==> config.mk <==
export PLATFORM = sky130hd
export DESIGN_NAME = crs_reporter
export DESIGN_NICKNAME = d
export VERILOG_FILES = /design/src/rtl/crs_pkg.sv /design/src/rtl/crs_reporter.sv
export SDC_FILE = /design/constraint.sdc
export NUM_CORES = 1
export LEC_CHECK = 0
export BUFFER_PORTS_ARGS = -buffer_cell sky130_fd_sc_hd__buf_2
export CAP_MARGIN = 20
export CORE_UTILIZATION = 60
export DETAILED_ROUTE_END_ITERATION = 7
export GPL_ROUTABILITY_DRIVEN = 0
export PLACE_DENSITY = 0.81
export SLEW_MARGIN = 20
export SYNTH_ARGS = -nofsm -noshare
export SYNTH_HDL_FRONTEND = slang
export SYNTH_SLANG_ARGS = --single-unit
export TNS_END_PERCENT = 5
==> constraint.sdc <==
create_clock -name clock -period 9.54 [get_ports clock]
set_input_delay 0.477 -clock clock [delete_from_list [all_inputs] [get_ports clock]]
set_output_delay 0.477 -clock clock [all_outputs]
set_load 0.02 [all_outputs]
==> src/rtl/crs_pkg.sv <==
package crs_pkg;
    // ----------------------------------------
    // timing, in the units they are specified in
    // ----------------------------------------
    localparam int CRS_CLK_HZ     = 200_000_000;
    localparam int CRS_BURST_MS   = 3500;
    localparam int CRS_LONG_MS    = 250;
    localparam int CRS_SHORT_MS   = 10;
    localparam int CRS_BAUD       = 2400;
    localparam int CRS_MS_PER_S   = 1000;

    // ----------------------------------------
    // serial frame
    // ----------------------------------------
    localparam logic [7:0] CRS_SYNC_BYTE  = 8'h55;
    localparam logic [4:0] CRS_FRAME_BITS = 5'h14;  // two frames of start, 8 data, stop
    localparam int         CRS_LP_BIT     = 6;

    // ----------------------------------------
    // stage and fault codes
    // ----------------------------------------
    localparam logic [2:0] CRS_STG0      = 3'h0;
    localparam logic [2:0] CRS_STG1      = 3'h1;
    localparam logic [2:0] CRS_STG2      = 3'h2;
    localparam logic [2:0] CRS_STG3      = 3'h3;
    localparam logic [2:0] CRS_STG2_LOW  = 3'h4;
    localparam logic [2:0] CRS_STG_DONE  = 3'h5;
    localparam logic [2:0] CRS_FLT_NONE  = 3'h0;
    localparam logic [2:0] CRS_FLT_DISC  = 3'h1;
    localparam logic [2:0] CRS_FLT_TEMP  = 3'h2;
    localparam logic [2:0] CRS_FLT_TIMER = 3'h3;
    localparam logic [2:0] CRS_FLT_UVOLT = 3'h4;

    // ----------------------------------------
    // configuration input thresholds, 8-bit codes of full scale
    // ----------------------------------------
    localparam logic [7:0] CRS_CFG_LOW   = 8'h0A;   // about 4 %
    localparam logic [7:0] CRS_CFG_HIGH  = 8'hF5;   // about 96 %
    localparam logic [7:0] CRS_CFG_MID   = 8'h80;   // 50 %
    localparam logic [9:0] CRS_S3_RATIO  = 10'h3CC; // 97.2 % in permille

    // ----------------------------------------
    // register map
    // ----------------------------------------
    localparam logic [3:0] CRS_REG_CTRL = 4'h0;
    localparam logic [3:0] CRS_REG_STAT = 4'h4;

    typedef enum logic [1:0] {CRS_IDLE, CRS_PULSE, CRS_UART, CRS_GAP} crs_phase_t;

    typedef struct packed {
        logic       wide_temp;
        logic       stage3_en;
        logic       temp_comp_en;
        logic       time_lim_en;
    } crs_cfg_t;

    typedef struct packed {
        crs_phase_t  ph;
        logic [31:0] burst;
        logic [31:0] tmr;
        logic [31:0] width;
        logic [2:0]  left;
        logic        sent;
        logic [19:0] sh;
        logic [4:0]  nbit;
        logic [31:0] baud;
        logic [31:0] ftmr;
        logic [2:0]  fleft;
        logic        stat;
        logic        flt;
        logic        restart;
        logic        s2_hold;
        logic        en;
        logic [7:0]  last;
        logic [31:0] rdata;
        crs_cfg_t    cfg;
    } crs_state_t;
endpackage

==> src/rtl/crs_reporter.sv <==
`timescale 1ns/10ps
// How it works
// - a new pulse burst starts every 3.5 s while the charger runs
// - both indicator outputs go high for LED on, low for LED off
// - status pulses: 1x10ms stage0/fault, 1x250ms st1, 2x st2, 3x st3
// - status stays on when done, or stage2 held below C/10 without stage3 and without limits
// - fault output off unless fault; 1 to 4 pulses of 250ms by fault
// - stage 3 without a fault gives three status pulses per burst
// - status output carries a transmit-only serial line, nothing received
// - right after the first pulse send sync byte 0x55 then status byte
// - bytes go out least significant bit first
// - frames are 8 data bits, no parity, one stop bit
// - 2400 baud within ten percent; receiver finds rate from sync byte
// - status byte bit 7 is always zero
// - low power flag is 0 in low power mode, 1 otherwise
// - status byte holds 3-bit stage code and 3-bit fault code
// - both config inputs low: narrow range, no stage3, comp or limits
// - without time limits stage 2 voltage is held indefinitely
// - config a 87.6% and b full: wide range, stage3 97.2%, comp, no limits
// - stage3 without limits restarts below 96% of limit or above C/5
// - only the highest priority fault is reported
module crs_reporter
    import crs_pkg::*;
#(
    parameter int BURST_CYC = CRS_CLK_HZ / CRS_MS_PER_S * CRS_BURST_MS,
    parameter int LONG_CYC  = CRS_CLK_HZ / CRS_MS_PER_S * CRS_LONG_MS,
    parameter int SHORT_CYC = CRS_CLK_HZ / CRS_MS_PER_S * CRS_SHORT_MS,
    parameter int BIT_CYC   = CRS_CLK_HZ / CRS_BAUD
) (
    input  wire logic       clock,              // 200 MHz
    input  wire logic       sys_rst,            // async, active high
    input  wire logic       charger_run,        // charger operating
    input  wire logic [1:0] stage_in,           // present stage 0..3
    input  wire logic       done_in,            // charging done
    input  wire logic [3:0] fault_in,           // disc, temp, timer, undervolt
    input  wire logic       low_power_in,       // in low power mode
    input  wire logic       iout_below_c10,     // output current under C/10
    input  wire logic       iout_above_c5,      // output current over C/5
    input  wire logic       vbat_below_96,      // battery under 96 % of stage3 limit
    input  wire logic [7:0] charge_config_in_a, // config input a, code of full scale
    input  wire logic [7:0] charge_config_in_b, // config input b, code of full scale
    input  wire logic [3:0] reg_addr,           // register byte address
    input  wire logic [31:0] reg_wdata,         // register write data
    input  wire logic       reg_wr,             // write strobe
    input  wire logic       reg_rd,             // read strobe
    output logic [31:0]     reg_rdata,          // read data, cycle after strobe
    output logic            status_out,         // status LED and serial line
    output logic            fault_out,          // fault LED
    output logic            restart_req,        // stage 3 restart request
    output logic            stage2_hold,        // hold stage 2 limit indefinitely
    output logic            wide_temp_range,    // wide valid temperature range
    output logic            stage3_enable,      // stage 3 enabled
    output logic            temp_comp_enable,   // temperature compensation on
    output logic            time_limit_enable,  // charging time limits on
    output logic [9:0]      stage3_ratio        // stage3/stage2 limit, permille
);

    // ----------------------------------------
    // helpers
    // ----------------------------------------
    function automatic logic [2:0] fault_enc(input logic [3:0] f);
        if (f[0])
            return CRS_FLT_DISC;
        else if (f[1])
            return CRS_FLT_TEMP;
        else if (f[2])
            return CRS_FLT_TIMER;
        else if (f[3])
            return CRS_FLT_UVOLT;
        else
            return CRS_FLT_NONE;
    endfunction

    function automatic logic tick(input logic [31:0] c);
        return c == 32'h0;
    endfunction

    crs_state_t q, d;

    logic [2:0] fault_code;
    logic [2:0] stage_code;
    logic       hold_on;
    logic [7:0] status_byte;
    logic [2:0] n_stat;
    logic [2:0] n_flt;
    logic       low_power_flag;

    // ----------------------------------------
    // status decode
    // ----------------------------------------
    always_comb begin
        fault_code     = fault_enc(fault_in);
        hold_on        = done_in
                       | (stage_in == CRS_STG2[1:0] & ~q.cfg.stage3_en
                          & ~q.cfg.time_lim_en & iout_below_c10);
        low_power_flag = ~low_power_in;
        if (done_in)
            stage_code = CRS_STG_DONE;
        else if (hold_on)
            stage_code = CRS_STG2_LOW;
        else
            stage_code = {1'b0, stage_in};
        status_byte = {1'b0, low_power_flag, stage_code, fault_code};
        n_flt = fault_code;
        if (fault_code != CRS_FLT_NONE)
            n_stat = 3'h1;
        else
            n_stat = (stage_in == CRS_STG0[1:0]) ? 3'h1 : {1'b0, stage_in};
    end

    // ----------------------------------------
    // next state
    // ----------------------------------------
    always_comb begin
        d = q;
        d.rdata = 32'h0;

        // registers
        if (reg_wr && reg_addr == CRS_REG_CTRL)
            d.en = reg_wdata[0];
        if (reg_rd) begin
            case (reg_addr)
                CRS_REG_CTRL: d.rdata = {31'h0, q.en};
                CRS_REG_STAT: d.rdata = {13'h0, q.s2_hold, q.restart, q.last,
                                         q.flt, q.stat, 4'h0, q.ph != CRS_IDLE, q.ph};
                default:      d.rdata = 32'h0;
            endcase
        end

        // configuration decode
        d.cfg.stage3_en    = charge_config_in_a >= CRS_CFG_LOW;
        d.cfg.temp_comp_en = charge_config_in_a >= CRS_CFG_LOW;
        d.cfg.wide_temp    = charge_config_in_b >= CRS_CFG_MID;
        d.cfg.time_lim_en  = charge_config_in_b >= CRS_CFG_LOW
                           && charge_config_in_b <= CRS_CFG_HIGH;
        d.s2_hold = stage_in == CRS_STG2[1:0] && !q.cfg.time_lim_en;
        d.restart = stage_in == CRS_STG3[1:0] && q.cfg.stage3_en && !q.cfg.time_lim_en
                  && (vbat_below_96 || iout_above_c5);

        // burst interval
        if (!charger_run || !q.en) begin
            d.burst = 32'(BURST_CYC - 1);
            d.ph    = CRS_IDLE;
            d.stat  = 1'b0;
            d.flt   = 1'b0;
            d.fleft = 3'h0;
        end else begin
            if (tick(q.burst))
                d.burst = 32'(BURST_CYC - 1);
            else
                d.burst = q.burst - 32'h1;

            // fault LED train, runs beside the status sequence
            if (tick(q.burst)) begin
                d.fleft = n_flt;
                d.flt   = n_flt != 3'h0;
                d.ftmr  = 32'(LONG_CYC - 1);
            end else if (q.fleft != 3'h0) begin
                if (tick(q.ftmr)) begin
                    d.ftmr = 32'(LONG_CYC - 1);
                    // rise again after each gap while pulses remain
                    d.flt  = ~q.flt;
                    if (q.flt)
                        d.fleft = q.fleft - 3'h1;
                end else begin
                    d.ftmr = q.ftmr - 32'h1;
                end
            end

            // status LED and serial sequence
            case (q.ph)
                CRS_IDLE: begin
                    d.stat = hold_on;
                    if (tick(q.burst)) begin
                        d.last  = status_byte;
                        d.sh    = {1'b1, status_byte, 1'b0,
                                   1'b1, CRS_SYNC_BYTE, 1'b0};
                        d.nbit  = CRS_FRAME_BITS;
                        d.baud  = 32'h0;
                        d.sent  = 1'b0;
                        d.width = (fault_code != CRS_FLT_NONE || stage_in == CRS_STG0[1:0])
                                ? 32'(SHORT_CYC) : 32'(LONG_CYC);
                        d.tmr   = d.width - 32'h1;
                        d.left  = n_stat - 3'h1;
                        if (hold_on) begin
                            d.ph   = CRS_UART;
                            d.left = 3'h0;
                        end else begin
                            d.ph   = CRS_PULSE;
                            d.stat = 1'b1;
                        end
                    end
                end
                CRS_PULSE: begin
                    if (tick(q.tmr)) begin
                        if (!q.sent) begin
                            d.ph   = CRS_UART;
                            d.stat = 1'b1;
                        end else begin
                            d.stat = 1'b0;
                            d.tmr  = q.width - 32'h1;
                            d.ph   = (q.left != 3'h0) ? CRS_GAP : CRS_IDLE;
                        end
                    end else begin
                        d.tmr = q.tmr - 32'h1;
                    end
                end
                CRS_UART: begin
                    // one shift register spans both frames, so the
                    // status byte follows the sync byte with no idle bit
                    if (tick(q.baud)) begin
                        if (q.nbit == 5'h0) begin
                            d.sent = 1'b1;
                            d.tmr  = q.width - 32'h1;
                            d.stat = hold_on;
                            if (q.left != 3'h0)
                                d.ph = CRS_GAP;
                            else
                                d.ph = CRS_IDLE;
                        end else begin
                            d.stat = q.sh[0];
                            d.sh   = {1'b1, q.sh[19:1]};
                            d.nbit = q.nbit - 5'h1;
                            d.baud = 32'(BIT_CYC - 1);
                        end
                    end else begin
                        d.baud = q.baud - 32'h1;
                    end
                end
                CRS_GAP: begin
                    d.stat = 1'b0;
                    if (tick(q.tmr)) begin
                        d.stat = 1'b1;
                        d.left = q.left - 3'h1;
                        d.tmr  = q.width - 32'h1;
                        d.ph   = CRS_PULSE;
                    end else begin
                        d.tmr = q.tmr - 32'h1;
                    end
                end
                default: d.ph = CRS_IDLE;
            endcase
        end
    end

    // ----------------------------------------
    // state register
    // ----------------------------------------
    always_ff @(posedge clock or posedge sys_rst) begin
        if (sys_rst) begin
            q       <= '0;
            q.ph    <= CRS_IDLE;
            q.en    <= 1'b1;
            q.burst <= 32'(BURST_CYC - 1);
        end else begin
            q <= d;
        end
    end

    // ----------------------------------------
    // outputs
    // ----------------------------------------
    always_comb begin
        reg_rdata         = q.rdata;
        status_out        = q.stat;
        fault_out         = q.flt;
        restart_req       = q.restart;
        stage2_hold       = q.s2_hold;
        wide_temp_range   = q.cfg.wide_temp;
        stage3_enable     = q.cfg.stage3_en;
        temp_comp_enable  = q.cfg.temp_comp_en;
        time_limit_enable = q.cfg.time_lim_en;
        stage3_ratio      = q.cfg.stage3_en ? CRS_S3_RATIO : 10'h0;
    end

endmodule

==> report_table.html <==
<table>
<tr><th>Metric</th><th>Value</th></tr>
<tr><th colspan="2">Placed design</th></tr>
<tr><td>Half-perimeter wire length of the detailed placement result</td><td>16.0 mm</td></tr>
<tr><td>Number of input and output port buffers inserted</td><td>62</td></tr>
<tr><td>Total placed instance area</td><td>0.0108 sq mm</td></tr>
<tr><td>Number of cells in the design after placement</td><td>1430</td></tr>
<tr><th colspan="2">Hold path</th></tr>
<tr><td>Hold Path Stages</td><td>1</td></tr>
<tr><td>Endpoint of the worst hold-timing path</td><td>wide_temp_range$_DFF_PP0_</td></tr>
<tr><td>Startpoint of the tightest hold check path</td><td>charge_config_in_b[7]</td></tr>
<tr><td>Type of the tightest min-delay check</td><td>input port to flop</td></tr>
<tr><th colspan="2">Synth</th></tr>
<tr><td>Count of warnings emitted by yosys</td><td>0</td></tr>
<tr><td>Portion of the post-synthesis area used by sequential elements</td><td>0.461</td></tr>
<tr><td>Mapped cell area</td><td>0.0106 sq mm</td></tr>
<tr><td>FFs w/ async S/R, synth</td><td>1.00</td></tr>
<tr><td>Synth Instances</td><td>1204</td></tr>
<tr><td>Number of enable-type register cells in the synthesized netlist</td><td>0</td></tr>
<tr><td>Number of storage elements in the synthesis netlist</td><td>194</td></tr>
<tr><td>Distinct cells, synth</td><td>73</td></tr>
<tr><td>Average instance area after synthesis</td><td>8.79 sq um</td></tr>
<tr><td>Predominant post-synthesis flop cell</td><td>dfrtp_1</td></tr>
<tr><th colspan="2">Finish</th></tr>
<tr><td>Nets</td><td>1308</td></tr>
<tr><td>Share of final-layout standard cells stronger than drive strength 1</td><td>0.124</td></tr>
<tr><td>Diode insertion count for antenna repair</td><td>0</td></tr>
<tr><td>Final Cell Area</td><td>0.0114 sq mm</td></tr>
<tr><td>Area added between synthesis and finish</td><td>7.80%</td></tr>
<tr><td>Most used cells in the layout excluding fill and tap cells</td><td>174 x dfrtp_1, 156 x nor2_1, 122 x nand2_1</td></tr>
<tr><td>Final cell count without fillers</td><td>1463</td></tr>
<tr><td>Most common cell after layout, fill and taps aside</td><td>dfrtp_1</td></tr>
<tr><th colspan="2">Critical path</th></tr>
<tr><td>Top fanout value on the critical path</td><td>15</td></tr>
<tr><td>Setup slack of the most critical reg-to-reg path</td><td>5.86 ns</td></tr>
<tr><td>Endpoint type of the worst setup path</td><td>flop</td></tr>
<tr><td>Crit Reg-Reg Startpoint</td><td>q[177]$_DFFE_PP0P_</td></tr>
<tr><td>Signal arrival time at the worst endpoint</td><td>3.99 ns</td></tr>
<tr><td>Worst Reg-to-Reg Cells</td><td>9</td></tr>
<tr><td>Required time worst endpoint</td><td>9.85 ns</td></tr>
<tr><td>Endpoint of the lowest-slack register-to-register path</td><td>q[200]$_DFFE_PP0P_</td></tr>
<tr><td>Class of the most critical setup path</td><td>flop to flop</td></tr>
<tr><td>Critical Path Start Type</td><td>flop</td></tr>
<tr><th colspan="2">Clock tree</th></tr>
<tr><td>Clock slew at reported path FFs</td><td>0.08 ns</td></tr>
<tr><td>Number of setup buffers added after CTS</td><td>0</td></tr>
<tr><td>Clock Sinks</td><td>194</td></tr>
<tr><td>Clock buffer count from CTS</td><td>17</td></tr>
<tr><td>Hold-fix buffers at CTS</td><td>0</td></tr>
<tr><td>H-tree Lvls</td><td>4</td></tr>
<tr><td>TritonCTS clock tree</td><td>built</td></tr>
<tr><td>Buffer levels on the longest clock path</td><td>2</td></tr>
<tr><td>Clk Tree Root Cell</td><td>clkbuf_16</td></tr>
<tr><td>Post-cts repair resize count</td><td>0</td></tr>
<tr><td>Clock latency of the later-clocked register in the worst-skew pair</td><td>0.44 ns</td></tr>
<tr><th colspan="2">STA</th></tr>
<tr><td>Number of hold violations in the final report</td><td>0</td></tr>
<tr><td>Slew Viols, Final</td><td>0</td></tr>
<tr><td>Hold slack final</td><td>0.174 ns</td></tr>
<tr><td>Slew at the pin closest to its max-slew limit</td><td>0.949 ns</td></tr>
<tr><td>RSZ-0062 raised after global routing</td><td>false</td></tr>
<tr><td>Worst-case clock skew</td><td>0.0132 ns</td></tr>
<tr><td>Final setup fails</td><td>0</td></tr>
<tr><td>Share of the clock period used by the worst path after layout</td><td>0.386</td></tr>
<tr><td>Rel. slew slack</td><td>0.368</td></tr>
<tr><td>Final setup TNS</td><td>0 ns</td></tr>
<tr><td>Minimum clock period</td><td>3.68 ns</td></tr>
<tr><td>Peak Freq</td><td>272 MHz</td></tr>
<tr><th colspan="2">Drt</th></tr>
<tr><td>Routed vias/inst</td><td>6.13</td></tr>
<tr><td>Number of optimization iterations in the first detailed-route pass</td><td>5</td></tr>
<tr><td>Final WL</td><td>24.1 mm</td></tr>
<tr><td>Number of nets with antenna violations after routing</td><td>0</td></tr>
<tr><td>Initial DRC count</td><td>819</td></tr>
<tr><td>Routed wire per std cell</td><td>16.5 um</td></tr>
<tr><td>DRC errors left</td><td>0</td></tr>
<tr><td>Via count</td><td>8971</td></tr>
<tr><th colspan="2">Floorplan</th></tr>
<tr><td>Starting density of the core</td><td>0.614</td></tr>
<tr><td>Die area</td><td>0.0182 sq mm</td></tr>
<tr><td>Count of pins on the block boundary</td><td>118</td></tr>
<tr><td>Die Y</td><td>135 um</td></tr>
<tr><td>Num rows</td><td>48</td></tr>
<tr><td>Core region area</td><td>0.0172 sq mm</td></tr>
<tr><td>Die width</td><td>135 um</td></tr>
<tr><th colspan="2">Power</th></tr>
<tr><td>Power Density</td><td>139 mW/mm^2</td></tr>
<tr><td>Leakage</td><td>5.12 nW</td></tr>
<tr><td>Largest voltage drop on the vdd net</td><td>0.135 mV</td></tr>
<tr><th colspan="2">GRT</th></tr>
<tr><td>Number of antenna violations at the first check in global routing</td><td>0</td></tr>
<tr><td>Maximum number of pins on one net before global-route repair</td><td>121</td></tr>
<tr><td>Vias in the first global route</td><td>8365</td></tr>
<tr><td>Leftover overflow at the end of global routing</td><td>0</td></tr>
<tr><td>Global routing usage summed across all routing layers</td><td>0.275</td></tr>
<tr><td>First-pass GRT wire length</td><td>39.8 mm</td></tr>
<tr><th colspan="2">Job</th></tr>
<tr><td>Max-cap violation count</td><td>0</td></tr>
<tr><th colspan="2">Run status</th></tr>
<tr><td>Status</td><td>finished clean</td></tr>
</table>
[Yosys cell counts, types with 8 or more instances]
cell,n,area (sq um)
dfrtp_1,174,4350
nor2_1,156,586
nand2_1,122,458
o21ai_0,98,490
a21oi_1,74,370
nor3_1,52,260
nand3_1,48,240
buf_4,43,323
xnor2_1,41,359
clkbuf_1,36,135
nor4_1,34,213
inv_1,31,116
or3_1,29,181
xor2_1,22,193
dfstp_2,20,526
and2_1,16,100
ha_1,15,188
a31oi_1,14,87.6
or4_1,13,97.6
buf_2,12,60.1
o31ai_1,12,90.1
nand2b_1,8,50.1
[power breakdown]
part	total, W	internal [W]	switching (W)
combinational	0.0000641	0.0000128	0.0000513
clock	0.000695	0.000357	0.000338
sequential	0.000829	0.000826	0.00000265
[flip-flops by register name, indices dropped and copies added (netlist names)]
name,flops
restart_req,1
stage2_hold,1
time_limit_enable,1
q,173
wide_temp_range,1
fault_out,1
reg_rdata,14
status_out,1
temp_comp_enable,1
[how the worst max path moves through the flow]
stage                                   from                    end  slack [ns]
after floorplan                      sys_rst  fault_out$_DFFE_PP0P_        3.81
after global placement      q[209]$_DFF_PP1_      q[70]$_DFFE_PP0P_        5.96
after detailed placement    q[209]$_DFF_PP1_      q[62]$_DFFE_PP0P_        5.90
after CTS                   q[209]$_DFF_PP1_      q[62]$_DFFE_PP0P_        5.87
after global routing        q[209]$_DFF_PP1_     q[109]$_DFFE_PP0P_        5.65
final                     q[177]$_DFFE_PP0P_     q[200]$_DFFE_PP0P_        5.86
[per-stage QoR]
step / utilization / power [W] / setup WS [ns]
2_1_floorplan: - / 0.000893 / 3.81
3_3_place_gp: 0.628 / 0.000908 / 5.96
3_5_place_dp: 0.628 / 0.000909 / 5.90
4_1_cts: 0.661 / 0.00160 / 5.87
5_1_grt: 0.662 / 0.00164 / 5.65
6_report: 0.662 / 0.00159 / 5.86
[area by class of cell]
type / instances / area [sq um]
fill: 1356 / 5830
clock buffer: 19 / 453
multi-input combinational: 905 / 5130
clock inverter: 13 / 120
inverter: 31 / 124
timing repair buffer: 76 / 415
tap: 225 / 282
sequential: 194 / 4880
[cells by family (layout without fill, tap and decap cells)]
logic type      Yosys count  in the layout  synth area share
flops                   194            194             0.461
fa+ha+maj                15             15            0.0177
simple gates            538            538             0.252
other cells               1             22          0.000354
compound gates          260            260             0.148
mux                       7              7           0.00698
xor+xnor                 63             63            0.0521
buf+inv                 126            139            0.0621
[critical path, cell delays in order (launching register included)]
cell and delay [ns]:
dfrtp_1 0.43, inv_1 0.08, ha_1 0.22, nor4b_1 0.58, and4_1 0.36, nand4b_1 0.60
nand2_1 0.82, o21ai_0 0.18, o21ai_0 0.18, a21oi_1 0.09
[routing by layer]
metal | global-route usage | vias up | wire (um)
li1 | - | 4235 | -
met1 | 0.375 | 4321 | 10700
met2 | 0.434 | 372 | 11200
met3 | 0.0668 | 43 | 1800
met4 | 0.0905 | 0 | 378
met5 | 0 | - | 0
Power figures use the tool's default switching activity.
